<file path="config.mk">
export PLATFORM = sky130hd
export DESIGN_NAME = cfcsb_flow_unit
export DESIGN_NICKNAME = d
export VERILOG_FILES = /design/src/pkg/cfcsb_pkg.sv /design/src/verilog/cfcsb_compare_unit.sv /design/src/verilog/cfcsb_cycle_timer.sv /design/src/verilog/cfcsb_flow_unit.sv
export SDC_FILE = /design/constraint.sdc
export NUM_CORES = 1
export LEC_CHECK = 0
export BUFFER_PORTS_ARGS = -buffer_cell sky130_fd_sc_hd__buf_4
export CAP_MARGIN = 5
export CORE_ASPECT_RATIO = 2
export CORE_MARGIN = 3
export CORE_UTILIZATION = 61
export CTS_CLUSTER_DIAMETER = 30
export DETAILED_ROUTE_END_ITERATION = 6
export PLACE_DENSITY = 0.81
export SYNTH_ARGS = -nofsm -noshare
export SYNTH_HDL_FRONTEND = slang
export SYNTH_SLANG_ARGS = --single-unit
</file>
<file path="constraint.sdc">
create_clock -name pclk -period 3.3 [get_ports pclk]
set_input_delay 0.165 -clock pclk [delete_from_list [all_inputs] [get_ports pclk]]
set_output_delay 0.165 -clock pclk [all_outputs]
set_load 0.01 [all_outputs]
</file>
<file path="src/pkg/cfcsb_pkg.sv">
package cfcsb_pkg;

    // register byte offsets
    localparam logic [7:0]  cmd_off       = 8'h00;
    localparam logic [7:0]  operand_off   = 8'h04;
    localparam logic [7:0]  target_off    = 8'h08;
    localparam logic [7:0]  pc_off        = 8'h0C;
    localparam logic [7:0]  flags_off     = 8'h10;
    localparam logic [7:0]  status_off    = 8'h14;

    // command word fields
    localparam int          op_lsb        = 0;
    localparam int          op_w          = 5;
    localparam int          bitsel_lsb    = 8;
    localparam int          flagsel_lsb   = 12;
    localparam int          two_word_bit  = 16;

    // operand word fields
    localparam int          dst_lsb       = 0;
    localparam int          src_lsb       = 8;
    localparam int          imm_lsb       = 16;
    localparam int          io_lsb        = 24;

    // target word fields
    localparam int          addr_lsb      = 0;
    localparam int          disp_lsb      = 16;
    localparam int          disp_w        = 7;

    // status word fields
    localparam int          busy_bit      = 0;
    localparam int          skipped_bit   = 1;
    localparam int          taken_bit     = 2;
    localparam int          cycles_lsb    = 4;

    // status flag positions
    localparam int          flag_c        = 0;
    localparam int          flag_z        = 1;
    localparam int          flag_n        = 2;
    localparam int          flag_v        = 3;
    localparam int          flag_h        = 5;
    localparam int          flag_i        = 7;

    // reset values
    localparam logic [15:0] pc_reset      = 16'h0000;
    localparam logic [7:0]  flags_reset   = 8'h00;
    localparam logic [31:0] word_reset    = 32'h0000_0000;

    // cycle counts per outcome
    localparam logic [2:0]  cyc_direct    = 3'h4;
    localparam logic [2:0]  cyc_indirect  = 3'h3;
    localparam logic [2:0]  cyc_exit      = 3'h4;
    localparam logic [2:0]  cyc_single    = 3'h1;
    localparam logic [2:0]  cyc_skip_one  = 3'h2;
    localparam logic [2:0]  cyc_skip_two  = 3'h3;
    localparam logic [2:0]  cyc_taken     = 3'h2;

    // program counter steps
    localparam logic [15:0] step_next     = 16'h0001;
    localparam logic [15:0] step_skip_one = 16'h0002;
    localparam logic [15:0] step_skip_two = 16'h0003;

    // instruction codes, in command field order
    typedef enum logic [4:0] {
        op_direct_invoke,
        op_indirect_subroutine_invoke,
        op_subroutine_exit,
        op_interrupt_exit,
        op_compare_skip_equal,
        op_compare_regs,
        op_compare_with_borrow,
        op_compare_immediate,
        op_skip_reg_bit_clear,
        op_skip_reg_bit_set,
        op_skip_io_bit_clear,
        op_skip_io_bit_set,
        op_branch_flag_set,
        op_branch_flag_clear,
        op_branch_equal,
        op_branch_not_equal,
        op_branch_carry_set,
        op_branch_carry_clear
    } cfcsb_op_type;

    localparam logic [4:0]  op_count      = 5'h12;

    // execution sequencer states
    typedef enum logic {
        st_idle,
        st_run
    } cfcsb_state_type;

endpackage

</file>
<file path="src/verilog/cfcsb_compare_unit.sv">
`timescale 1ns/1ns
`default_nettype none
module cfcsb_compare_unit
(
    // operands
    input  wire logic [7:0] minuend,
    input  wire logic [7:0] subtrahend,
    input  wire logic       borrow_in,
    // flag results, the difference itself is never exposed
    output logic            flag_half,
    output logic            flag_over,
    output logic            flag_neg,
    output logic            flag_zero,
    output logic            flag_carry
);
    logic [8:0] diff;  // ninth bit is the borrow out

    // subtract with optional borrow
    assign diff       = {1'b0, minuend} - {1'b0, subtrahend} - {8'h00, borrow_in};
    // borrow out of bit 3
    assign flag_half  = (~minuend[3] & subtrahend[3]) | (subtrahend[3] & diff[3]) | (diff[3] & ~minuend[3]);
    // signed overflow of the subtraction
    assign flag_over  = (minuend[7] & ~subtrahend[7] & ~diff[7]) | (~minuend[7] & subtrahend[7] & diff[7]);
    assign flag_neg   = diff[7];
    assign flag_zero  = (diff[7:0] == 8'h00);
    assign flag_carry = diff[8];
endmodule
`default_nettype wire

</file>
<file path="src/verilog/cfcsb_cycle_timer.sv">
`timescale 1ns/1ns
`default_nettype none
module cfcsb_cycle_timer
#(
    parameter int W = 3
)
(
    // clock and reset
    input  wire logic         pclk,
    input  wire logic         presetn,
    input  wire logic         ce,
    // control
    input  wire logic         load,
    input  wire logic [W-1:0] count,
    // state
    output logic              busy,
    output logic              last
);
    logic [W-1:0] remaining;  // cycles still to run

    // busy while cycles remain, last on the final cycle of the instruction
    assign busy = (remaining != '0);
    assign last = (remaining == W'(1));

    // down counter, frozen with the clock enable
    always_ff @(posedge pclk or negedge presetn)
    begin
        if (!presetn)
            remaining <= '0;
        else if (ce)
        begin
            if (load)
                remaining <= count;
            else if (busy)
                remaining <= remaining - W'(1);
        end
    end
endmodule
`default_nettype wire

</file>
<file path="src/verilog/cfcsb_flow_unit.sv">
`timescale 1ns/1ns
`default_nettype none
module cfcsb_flow_unit
(
    // clock, reset, enable
    input  wire logic        pclk,
    input  wire logic        presetn,
    input  wire logic        ce,
    // apb slave
    input  wire logic        psel,
    input  wire logic        penable,
    input  wire logic        pwrite,
    input  wire logic [7:0]  paddr,
    input  wire logic [31:0] pwdata,
    output logic [31:0]      prdata,
    output logic             pready,
    output logic             pslverr,
    // execution state
    output logic             exec_busy
);
    // register file
    logic [31:0] cmd;            // last accepted command
    logic [31:0] operand;        // register and immediate values
    logic [31:0] target;         // absolute, pointer or stacked word, displacement
    logic [15:0] pc;             // program counter
    logic [7:0]  status_flags;   // core status flags
    logic        skipped;        // last instruction skipped its successor
    logic        taken;          // last branch was taken
    logic [2:0]  last_cycles;    // cycles of last instruction

    // pending results, committed when the timer ends
    logic [15:0] pend_pc;
    logic [7:0]  pend_flags;
    cfcsb_pkg::cfcsb_state_type state;

    // apb helpers
    wire         setup_done = psel & penable & ~pready;
    wire         commit     = psel & penable & pready & ~pslverr;
    wire         hit_cmd    = (paddr == cfcsb_pkg::cmd_off);
    wire         hit_oper   = (paddr == cfcsb_pkg::operand_off);
    wire         hit_tgt    = (paddr == cfcsb_pkg::target_off);
    wire         hit_pc     = (paddr == cfcsb_pkg::pc_off);
    wire         hit_flags  = (paddr == cfcsb_pkg::flags_off);
    wire         hit_stat   = (paddr == cfcsb_pkg::status_off);
    wire         hit_any    = hit_cmd | hit_oper | hit_tgt | hit_pc | hit_flags | hit_stat;

    // command field extraction from the write data
    wire [4:0]   new_op     = pwdata[cfcsb_pkg::op_lsb +: cfcsb_pkg::op_w];
    wire         bad_op     = hit_cmd & (new_op >= cfcsb_pkg::op_count);

    // command, program counter and flags writes are refused while an instruction runs; operand and target writes are accepted
    wire         busy_block = pwrite & state == cfcsb_pkg::st_run & (hit_cmd | hit_pc | hit_flags);
    wire         status_ro  = pwrite & hit_stat;
    wire         refuse     = ~hit_any | (pwrite & bad_op) | busy_block | status_ro;

    // launch of an instruction
    wire         launch     = commit & pwrite & hit_cmd;

    // command fields decoded from the write data, so launch sees this command; operand fields from the registers
    wire [2:0]   bit_sel    = pwdata[cfcsb_pkg::bitsel_lsb +: 3];
    wire [2:0]   flag_sel   = pwdata[cfcsb_pkg::flagsel_lsb +: 3];
    wire         two_word   = pwdata[cfcsb_pkg::two_word_bit];
    wire [7:0]   dst_val    = operand[cfcsb_pkg::dst_lsb +: 8];
    wire [7:0]   src_val    = operand[cfcsb_pkg::src_lsb +: 8];
    wire [7:0]   imm_val    = operand[cfcsb_pkg::imm_lsb +: 8];
    wire [7:0]   io_val     = operand[cfcsb_pkg::io_lsb +: 8];
    wire [15:0]  addr_val   = target[cfcsb_pkg::addr_lsb +: 16];
    wire [6:0]   disp_val   = target[cfcsb_pkg::disp_lsb +: cfcsb_pkg::disp_w];
    wire [15:0]  disp_ext   = {{9{disp_val[6]}}, disp_val};

    // skip distance depends on the length of the skipped instruction
    wire [15:0]  skip_step  = two_word ? cfcsb_pkg::step_skip_two : cfcsb_pkg::step_skip_one;
    wire [2:0]   skip_cyc   = two_word ? cfcsb_pkg::cyc_skip_two : cfcsb_pkg::cyc_skip_one;

    // adds a step to the program counter, wrapping at 16 bits
    function automatic logic [15:0] pc_add(input logic [15:0] base, input logic [15:0] step);
        logic [15:0] sum;
        sum = base + step;
        return sum;
    endfunction

    // picks one bit of a byte
    function automatic logic bit_pick(input logic [7:0] value, input logic [2:0] sel);
        logic picked;
        picked = value[sel];
        return picked;
    endfunction

    // compare operands: immediate form swaps the subtrahend
    wire         use_imm    = (new_op == 5'(cfcsb_pkg::op_compare_immediate));
    wire         use_borrow = (new_op == 5'(cfcsb_pkg::op_compare_with_borrow));
    wire [7:0]   cmp_rhs    = use_imm ? imm_val : src_val;
    wire         cmp_bin    = use_borrow & status_flags[cfcsb_pkg::flag_c];
    logic        cmp_h;
    logic        cmp_v;
    logic        cmp_n;
    logic        cmp_z;
    logic        cmp_c;

    // subtraction flags; the difference goes nowhere
    cfcsb_compare_unit u_cmp
    (
        .minuend    (dst_val),
        .subtrahend (cmp_rhs),
        .borrow_in  (cmp_bin),
        .flag_half  (cmp_h),
        .flag_over  (cmp_v),
        .flag_neg   (cmp_n),
        .flag_zero  (cmp_z),
        .flag_carry (cmp_c)
    );

    // flags after a compare, other bits untouched
    logic [7:0]  cmp_flags;
    always_comb
    begin
        cmp_flags                       = status_flags;
        cmp_flags[cfcsb_pkg::flag_h]    = cmp_h;
        cmp_flags[cfcsb_pkg::flag_v]    = cmp_v;
        cmp_flags[cfcsb_pkg::flag_n]    = cmp_n;
        cmp_flags[cfcsb_pkg::flag_z]    = cmp_z;
        cmp_flags[cfcsb_pkg::flag_c]    = cmp_c;
    end

    // condition sources
    wire         sel_flag   = bit_pick(status_flags, flag_sel);
    wire         zero_now   = status_flags[cfcsb_pkg::flag_z];
    wire         carry_now  = status_flags[cfcsb_pkg::flag_c];
    wire         reg_bit    = bit_pick(src_val, bit_sel);
    wire         io_bit     = bit_pick(io_val, bit_sel);

    // decoded outcome of the command being launched
    logic [15:0] next_pc;
    logic [7:0]  next_flags;
    logic [2:0]  next_cycles;
    logic        next_skip;
    logic        next_taken;
    logic        do_skip;
    logic        do_branch;

    // instruction decode: outcome, flags and cycle count
    always_comb
    begin
        next_flags  = status_flags;
        next_cycles = cfcsb_pkg::cyc_single;
        do_skip     = 1'b0;
        do_branch   = 1'b0;
        next_pc     = pc_add(pc, cfcsb_pkg::step_next);
        case (cfcsb_pkg::cfcsb_op_type'(new_op))
            cfcsb_pkg::op_direct_invoke:
            begin
                next_pc     = addr_val;
                next_cycles = cfcsb_pkg::cyc_direct;
            end
            cfcsb_pkg::op_indirect_subroutine_invoke:
            begin
                next_pc     = addr_val;
                next_cycles = cfcsb_pkg::cyc_indirect;
            end
            cfcsb_pkg::op_subroutine_exit:
            begin
                next_pc     = addr_val;
                next_cycles = cfcsb_pkg::cyc_exit;
            end
            cfcsb_pkg::op_interrupt_exit:
            begin
                next_pc                       = addr_val;
                next_flags[cfcsb_pkg::flag_i] = 1'b1;
                next_cycles                   = cfcsb_pkg::cyc_exit;
            end
            cfcsb_pkg::op_compare_skip_equal:
                do_skip = (dst_val == src_val);
            cfcsb_pkg::op_compare_regs,
            cfcsb_pkg::op_compare_with_borrow,
            cfcsb_pkg::op_compare_immediate:
                next_flags = cmp_flags;
            cfcsb_pkg::op_skip_reg_bit_clear:
                do_skip = ~reg_bit;
            cfcsb_pkg::op_skip_reg_bit_set:
                do_skip = reg_bit;
            cfcsb_pkg::op_skip_io_bit_clear:
                do_skip = ~io_bit;
            cfcsb_pkg::op_skip_io_bit_set:
                do_skip = io_bit;
            cfcsb_pkg::op_branch_flag_set:
                do_branch = sel_flag;
            cfcsb_pkg::op_branch_flag_clear:
                do_branch = ~sel_flag;
            cfcsb_pkg::op_branch_equal:
                do_branch = zero_now;
            cfcsb_pkg::op_branch_not_equal:
                do_branch = ~zero_now;
            cfcsb_pkg::op_branch_carry_set:
                do_branch = carry_now;
            cfcsb_pkg::op_branch_carry_clear:
                do_branch = ~carry_now;
            default:
                next_cycles = cfcsb_pkg::cyc_single;          // refused before launch
        endcase
        // a skip jumps over one or two words
        if (do_skip)
        begin
            next_pc     = pc_add(pc, skip_step);
            next_cycles = skip_cyc;
        end
        // relative branch: displacement plus one
        if (do_branch)
        begin
            next_pc     = pc_add(pc_add(pc, disp_ext), cfcsb_pkg::step_next);
            next_cycles = cfcsb_pkg::cyc_taken;
        end
        next_skip  = do_skip;
        next_taken = do_branch;
    end

    // cycle timer for the running instruction
    logic        tmr_busy;
    logic        tmr_last;
    cfcsb_cycle_timer #(.W(3)) u_tmr
    (
        .pclk    (pclk),
        .presetn (presetn),
        .ce      (ce),
        .load    (launch),
        .count   (next_cycles),
        .busy    (tmr_busy),
        .last    (tmr_last)
    );

    // results land on the final cycle of the instruction
    wire         finish     = (state == cfcsb_pkg::st_run) & tmr_last;

    // read data mux
    wire [31:0]  status_word = {24'h00_0000, 1'b0, last_cycles, 1'b0, taken, skipped, tmr_busy};
    wire [31:0]  rd_data =
        hit_cmd   ? cmd :
        hit_oper  ? operand :
        hit_tgt   ? target :
        hit_pc    ? {16'h0000, pc} :
        hit_flags ? {24'h00_0000, status_flags} :
        hit_stat  ? status_word : cfcsb_pkg::word_reset;

    // apb answer: one wait state, error flagged with ready
    always_ff @(posedge pclk or negedge presetn)
    begin
        if (!presetn)
        begin
            pready  <= 1'b0;
            pslverr <= 1'b0;
            prdata  <= cfcsb_pkg::word_reset;
        end
        else if (ce)
        begin
            pready  <= setup_done;
            pslverr <= setup_done & refuse;
            // read data sampled once, so it cannot shift during the access
            if (setup_done)
                prdata <= (pwrite | refuse) ? cfcsb_pkg::word_reset : rd_data;
        end
    end

    // operand and target registers, freely writable
    always_ff @(posedge pclk or negedge presetn)
    begin
        if (!presetn)
        begin
            operand <= cfcsb_pkg::word_reset;
            target  <= cfcsb_pkg::word_reset;
        end
        else if (ce & commit & pwrite)
        begin
            if (hit_oper)
                operand <= pwdata;
            if (hit_tgt)
                target <= pwdata;
        end
    end

    // sequencer: launch captures the outcome, finish commits it
    always_ff @(posedge pclk or negedge presetn)
    begin
        if (!presetn)
        begin
            state       <= cfcsb_pkg::st_idle;
            cmd         <= cfcsb_pkg::word_reset;
            pend_pc     <= cfcsb_pkg::pc_reset;
            pend_flags  <= cfcsb_pkg::flags_reset;
            skipped     <= 1'b0;
            taken       <= 1'b0;
            last_cycles <= 3'h0;
            exec_busy   <= 1'b0;
        end
        else if (ce)
        begin
            case (state)
                cfcsb_pkg::st_idle:
                begin
                    if (launch)
                    begin
                        state       <= cfcsb_pkg::st_run;
                        cmd         <= pwdata;
                        pend_pc     <= next_pc;
                        pend_flags  <= next_flags;
                        skipped     <= next_skip;
                        taken       <= next_taken;
                        last_cycles <= next_cycles;
                        exec_busy   <= 1'b1;
                    end
                end
                cfcsb_pkg::st_run:
                begin
                    // the timer bounds the run to the instruction's cycles
                    if (finish)
                    begin
                        state     <= cfcsb_pkg::st_idle;
                        exec_busy <= 1'b0;
                    end
                end
                default:
                    state <= cfcsb_pkg::st_idle;
            endcase
        end
    end

    // program counter and flags: commit at finish, else software write
    always_ff @(posedge pclk or negedge presetn)
    begin
        if (!presetn)
        begin
            pc           <= cfcsb_pkg::pc_reset;
            status_flags <= cfcsb_pkg::flags_reset;
        end
        else if (ce)
        begin
            if (finish)
            begin
                pc           <= pend_pc;
                status_flags <= pend_flags;
            end
            else if (commit & pwrite & hit_pc)
                pc <= pwdata[15:0];
            else if (commit & pwrite & hit_flags)
                status_flags <= pwdata[7:0];
        end
    end
endmodule
`default_nettype wire

</file>
==> results of run 1 <==
[worst paths after layout]
check / slack, ns / start / cells after the start / endpoint
min in group asynchronous: 0.30 / presetn / 2 / target[23]
max: 0.19 / operand[8] / 11 / pend_flags[3]
max in group asynchronous: 2.08 / presetn / 3 / pend_pc[5]
min: 0.01 / ce / 2 / pready
max reg2reg: 0.19 / operand[8] / 11 / pend_flags[3]
min reg2reg: 0.48 / cmd[0] / 2 / cmd[0]
[power breakdown]
group | internal (uW) | switching, uW | leakage (uW)
clock network | 1200 | 939 | 0.000286
logic | 165 | 264 | 0.00332
registers | 2330 | 35.4 | 0.00259
[metrics by stage]
step                total power (uW)  std cells  hold slack [ns]  setup slack (ns)  area, um2
floorplan                       2620       1218           -0.131            0.0440      11200
detailed placement              2810       1470            0.255           -0.0574      12000
CTS                             4930       1522          0.00153             0.237      12800
finish                          4930       1522           0.0113             0.187      12800
global route                    5060       1522           0.0162            0.0181      12800
global placement                2800       1470            0.259             0.116      12000
[synth_stat cells, types with 11 or more instances]
library cell,count,area [um2]
nand2_1,236,886
nor3_1,20,100
o211ai_1,11,82.6
mux2_2,70,788
clkbuf_1,53,199
a21oi_1,77,385
xnor2_1,20,175
mux2i_1,24,240
nand3_1,22,110
o21ai_0,91,455
o41ai_1,12,105
ha_1,36,450
dfrtp_1,188,4700
nor2_1,87,327
a221oi_1,11,96.3
inv_1,44,165
xor2_1,20,175
[per-layer routing]
layer	global-route usage [%]	part of all wire [%]
met1	40.5	33
met2	61.6	49
met3	7.19	7.6
met4	30.8	11
met5	0	0
[cells by family after synthesis]
| kind of cell | Yosys count | share of synthesized area, % |
|---|---|---|
| AOI/OAI and AO/OA | 296 | 16.9 |
| xor gates and xnor gates | 40 | 3.13 |
| adders and majority gates | 39 | 4.55 |
| buffers and inverters | 121 | 5.27 |
| DFF | 188 | 42.0 |
| muxes | 105 | 11.4 |
| and+or+nand+nor | 429 | 16.8 |
[flip-flops by register name, indices dropped and copies added (netlist names), 3 cells and up]
name and cells:
status_flags 8, cmd 32, last_cycles 3, pend_pc 16, target 32, pend_flags 8
u_tmr.remaining 3, pc 16, operand 32, prdata 32
[timing repair]
item,4_1_cts,5_1_grt
hold buffers,22,0
hold endpoints to repair,142,0
setup buffers,0,0
[final cells by class]
| cell class | instances | area [um2] | area share (%) |
|---|---|---|---|
| inverters | 44 | 165 | 1.29 |
| repair buffers | 138 | 1130 | 8.85 |
| clock buffers | 19 | 433 | 3.38 |
| clock inverters | 11 | 161 | 1.26 |
| well taps | 213 | 267 | 2.08 |
| flip-flops and latches | 188 | 4700 | 36.7 |
| multi-input cells | 909 | 5960 | 46.5 |
==> impl_metrics.tcl, run 1 <==
set metrics [dict create \
    drt_wl_total_mm 36.2 \
    final_nets 1383 \
    antenna_found_initial 0 \
    fp-row-count 69 \
    mostFrequentLayoutCell "nand2_1" \
    grt_usage_pct 37.3 \
    syn_area_um2 11200 \
    grt_overflow 0 \
    fin_util_pct 71.8 \
    diodes 0 \
    cp-end-kind "flip-flop" \
    ctsRootBufferMaster "clkbuf_16" \
    grt_pass1_wl_mm 56.2 \
    die_x_um 102 \
    grt_pass1_vias 10400 \
    htree_levels 4 \
    grt_max_degree 90 \
    wire_per_inst_um 23.8 \
    setup_viol 0 \
    synth-edff-count 0 \
    tns_ns 0 \
    final_cell_mix "nand2_1, dfrtp_1, buf_4" \
    maxCapViolCount 0 \
    hold_class "in2reg" \
    routabilityCongestion 0.956 \
    cp_max_fo 5 \
    synthesis.nets 1303 \
    drt_iter0_markers 928 \
    setup.worst_path.class "reg2reg" \
    period_share_pct 94.3 \
    ys_ff_latch 188 \
    ys_dominant_reg_cell "dfrtp_1" \
    via_count 10200 \
    portBuffers 80 \
    worstMarginPinSlew_ns 0.810 \
    critical-path-slowest-cell "dfrtp_1" \
    slowest_delay_ns 0.46 \
    fp.dieH_um 198 \
    ios 81 \
    critPathRequiredTime_ns 3.61 \
    avgSynthCellArea_um2 9.20 \
    numClockSinks 188 \
    fin_crit_ns 3.11 \
    drt_pre_antenna_iters 7 \
    crit_chain "mux2_2, fa_1, inv_1, ha_1, nand2_1, a21boi_0, o21a_1, o21a_1, o311ai_2, mux2i_1, o311ai_0" \
    relSlewSlack_pct 46.0 \
    synthesis.instances 1218 \
    rsz0062_at_grt "no" \
    cts_made_buffers 17 \
    power_density_nw_per_um2 385 \
    fin_skew_ns 0.0116 \
    cts_resized 0 \
    yosys_warnings 0 \
    outcome "complete, but fails checks" \
    ys_types 75 \
    fmax_ghz 0.321 \
    dp_hpwl_mm 25.9 \
    violations "DRC" \
    slew_violations 0 \
    crit_family "compound AO/OA/AOI/OAI gates" \
    leakage_uw 0.00620 \
    drive_gt1_share_pct 19.2 \
    critPathBufInv 1 \
    crit_path_frequent_cell "o21a_1" \
    ir_drop_mv 0.400 \
    die_area_um2 20100 \
    worstSkewPairLatency_ns 0.45 \
    yosysSeqAreaShare_pct 42.0 \
    cts.path.max_buffers 2 \
    start_kind "flip-flop" \
    drc 7 \
    design.core.area_um2 17900 \
    fill_cells 1267 \
    cts_tree "done" \
    vias_per_cell 6.73 \
    area_growth_pct 14.4 \
    drtAntennaViolNets 0 \
    arrival_ns 3.42 \
    cts.clk_slew.worst_paths_ns 0.07 \
    synthArstFlopShare_pct 100 \
    floorplan.initialDensity_pct 62.7 \
    finalHoldViolCount 0 \
]
(Power assumes the default switching activity.)
==> run 2, diff against run 1 <==
--- a/config.mk
+++ b/config.mk
@@ -12,4 +12,5 @@
 export CORE_UTILIZATION = 61
 export CTS_CLUSTER_DIAMETER = 30
+export CTS_CLUSTER_SIZE = 40
 export DETAILED_ROUTE_END_ITERATION = 6
 export PLACE_DENSITY = 0.81
==> constraint.sdc (replaced) <==
create_clock -name pclk -period 3.3 [get_ports pclk]
set_input_delay 0.495 -clock pclk [delete_from_list [all_inputs] [get_ports pclk]]
set_output_delay 0.495 -clock pclk [all_outputs]
set_load 0.01 [all_outputs]
==> impl_metrics.tcl, run 2 (synthesis results as in run 1) <==
set metrics [dict create \
    crit_path_frequent_cell "mux2i_1" \
    maxCapViolCount 0 \
    grt_max_degree 74 \
    grt_pass1_vias 10200 \
    diodes 0 \
    fmax_ghz 0.331 \
    crit_family "multiplexers" \
    final_cells 1519 \
    outcome "complete, no violations" \
    fp-row-count 69 \
    die_x_um 102 \
    placed_area_um2 12100 \
    numClockSinks 188 \
    power_density_nw_per_um2 376 \
    start_kind "flip-flop" \
    seq_area_um2 4700 \
    cts.path.max_buffers 2 \
    fin_skew_ns 0.0143 \
    grt_usage_pct 36.5 \
    crit_chain "mux4_2, mux2i_1, mux2i_1, o311ai_2, nor2_1, buf_4, o21ai_0, a221oi_1, o31ai_1" \
    drt_iter0_markers 880 \
    area_growth_pct 13.6 \
    hold_class "in2reg" \
    whs_ns 0.267 \
    arrival_ns 3.34 \
    final_cell_mix "nand2_1, dfrtp_1, buf_4" \
    fin_crit_ns 3.02 \
    vias_per_cell 6.64 \
    cts_tree "done" \
    final_nets 1378 \
    grt_overflow 0 \
    fin_util_pct 71.2 \
    dpl.cell_count 1486 \
    critical-path-slowest-cell "mux4_2" \
    floorplan.initialDensity_pct 62.7 \
    drtAntennaViolNets 0 \
    post_cts_buffers 0 \
    drt_pre_antenna_iters 6 \
    drive_gt1_share_pct 20.8 \
    grt_pass1_wl_mm 55.3 \
    slew_violations 0 \
    fill_cells 1385 \
    rsz0062_at_grt "no" \
    relSlewSlack_pct 51.4 \
    cts_made_buffers 17 \
    fp.dieH_um 198 \
    design.core.area_um2 17900 \
    portBuffers 80 \
    setup_viol 0 \
    cp-end-kind "flip-flop" \
    antenna_found_initial 0 \
    critPathRequiredTime_ns 3.62 \
    slowest_delay_ns 0.49 \
    ctsRootBufferMaster "clkbuf_16" \
    setup.worst_path.class "reg2reg" \
    die_area_um2 20100 \
    leakage_uw 0.00619 \
    multiInputGateArea_um2 5980 \
    dp_hpwl_mm 26.4 \
    cp_max_fo 10 \
    ios 81 \
    drt_wl_total_mm 36.1 \
    cts.clk_slew.worst_paths_ns 0.07 \
    critPathBufInv 1 \
    routabilityCongestion 0.967 \
    via_count 10100 \
    wire_per_inst_um 23.8 \
    period_share_pct 91.5 \
    cts_resized 0 \
    stdcell_area_um2 12700 \
    mostFrequentLayoutCell "nand2_1" \
    ctsHoldBuffers 1 \
    worstSkewPairLatency_ns 0.44 \
    drc 0 \
    ir_drop_mv 0.273 \
    htree_levels 4 \
    worstMarginPinSlew_ns 0.726 \
    finalHoldViolCount 0 \
]
==> run 2: cell types whose count changed in the layout (fill, tap and decap cells not counted), moves of 2 or more <==
| cell | delta |
|---|---|
| dlygate4sd3_1 | -21 |
| mux2_4 | +2 |
| buf_4 | +17 |
| bufinv_16 | -3 |
| clkinvlp_4 | +2 |
| mux2_2 | -2 |
| clkbuf_8 | +7 |
| inv_6 | -2 |
==> run 2: final timing paths <==
check | from | end | slack [ns] | depth (start not counted)
max | operand[30] | pend_pc[11] | 0.28 | 9
min | pwdata[23] | cmd[23] | 0.27 | 3
max reg2reg | operand[30] | pend_pc[11] | 0.28 | 9
min reg2reg | cmd[23] | cmd[23] | 0.47 | 2
max in group asynchronous | presetn | pend_flags[4] | 1.87 | 3
min in group asynchronous | presetn | target[21] | 0.54 | 2
==> run 2: tightest hold or removal path, stage by stage <==
cell and delay (ns):
buf_4 0.09, nand2_1 0.04, nand2_1 0.05
==> run 2: area by class of cell <==
type | count | area share (%)
repair buffers | 133 | 8.11
clock buffers | 25 | 4.13
clock inverters | 7 | 0.423
multi-input cells | 909 | 47.0
inverters | 44 | 1.30
well taps | 213 | 2.09
flip-flops and latches | 188 | 37.0
==> run 2: power breakdown <==
group	internal (uW)	leakage [uW]	switching [uW]	total (uW)
logic	155	0.00332	266	421
clock network	1110	0.000278	897	2010
registers	2330	0.00259	32.7	2360
total	3590	0.00619	1200	4790
==> run 2: layer usage <==
metal / vias up / track usage [%] / wire length (um)
li1: 4429 / - / -
met3: 187 / 6.49 / 2600
met2: 530 / 62.5 / 18100
met5: - / 0 / 0
met1: 4933 / 40.3 / 12400
met4: 0 / 25.1 / 2990
==> run 2: metrics by stage <==
stage | TNS (ns) | power [uW] | setup WS, ns
final | 0 | 4790 | 0.279
after global placement | -0.0812 | 2800 | -0.0417
after detailed placement | -0.354 | 2820 | -0.144
after floorplan | 0 | 2620 | 0.0159
after CTS | 0 | 4790 | 0.318
after global routing | 0 | 4930 | 0.103
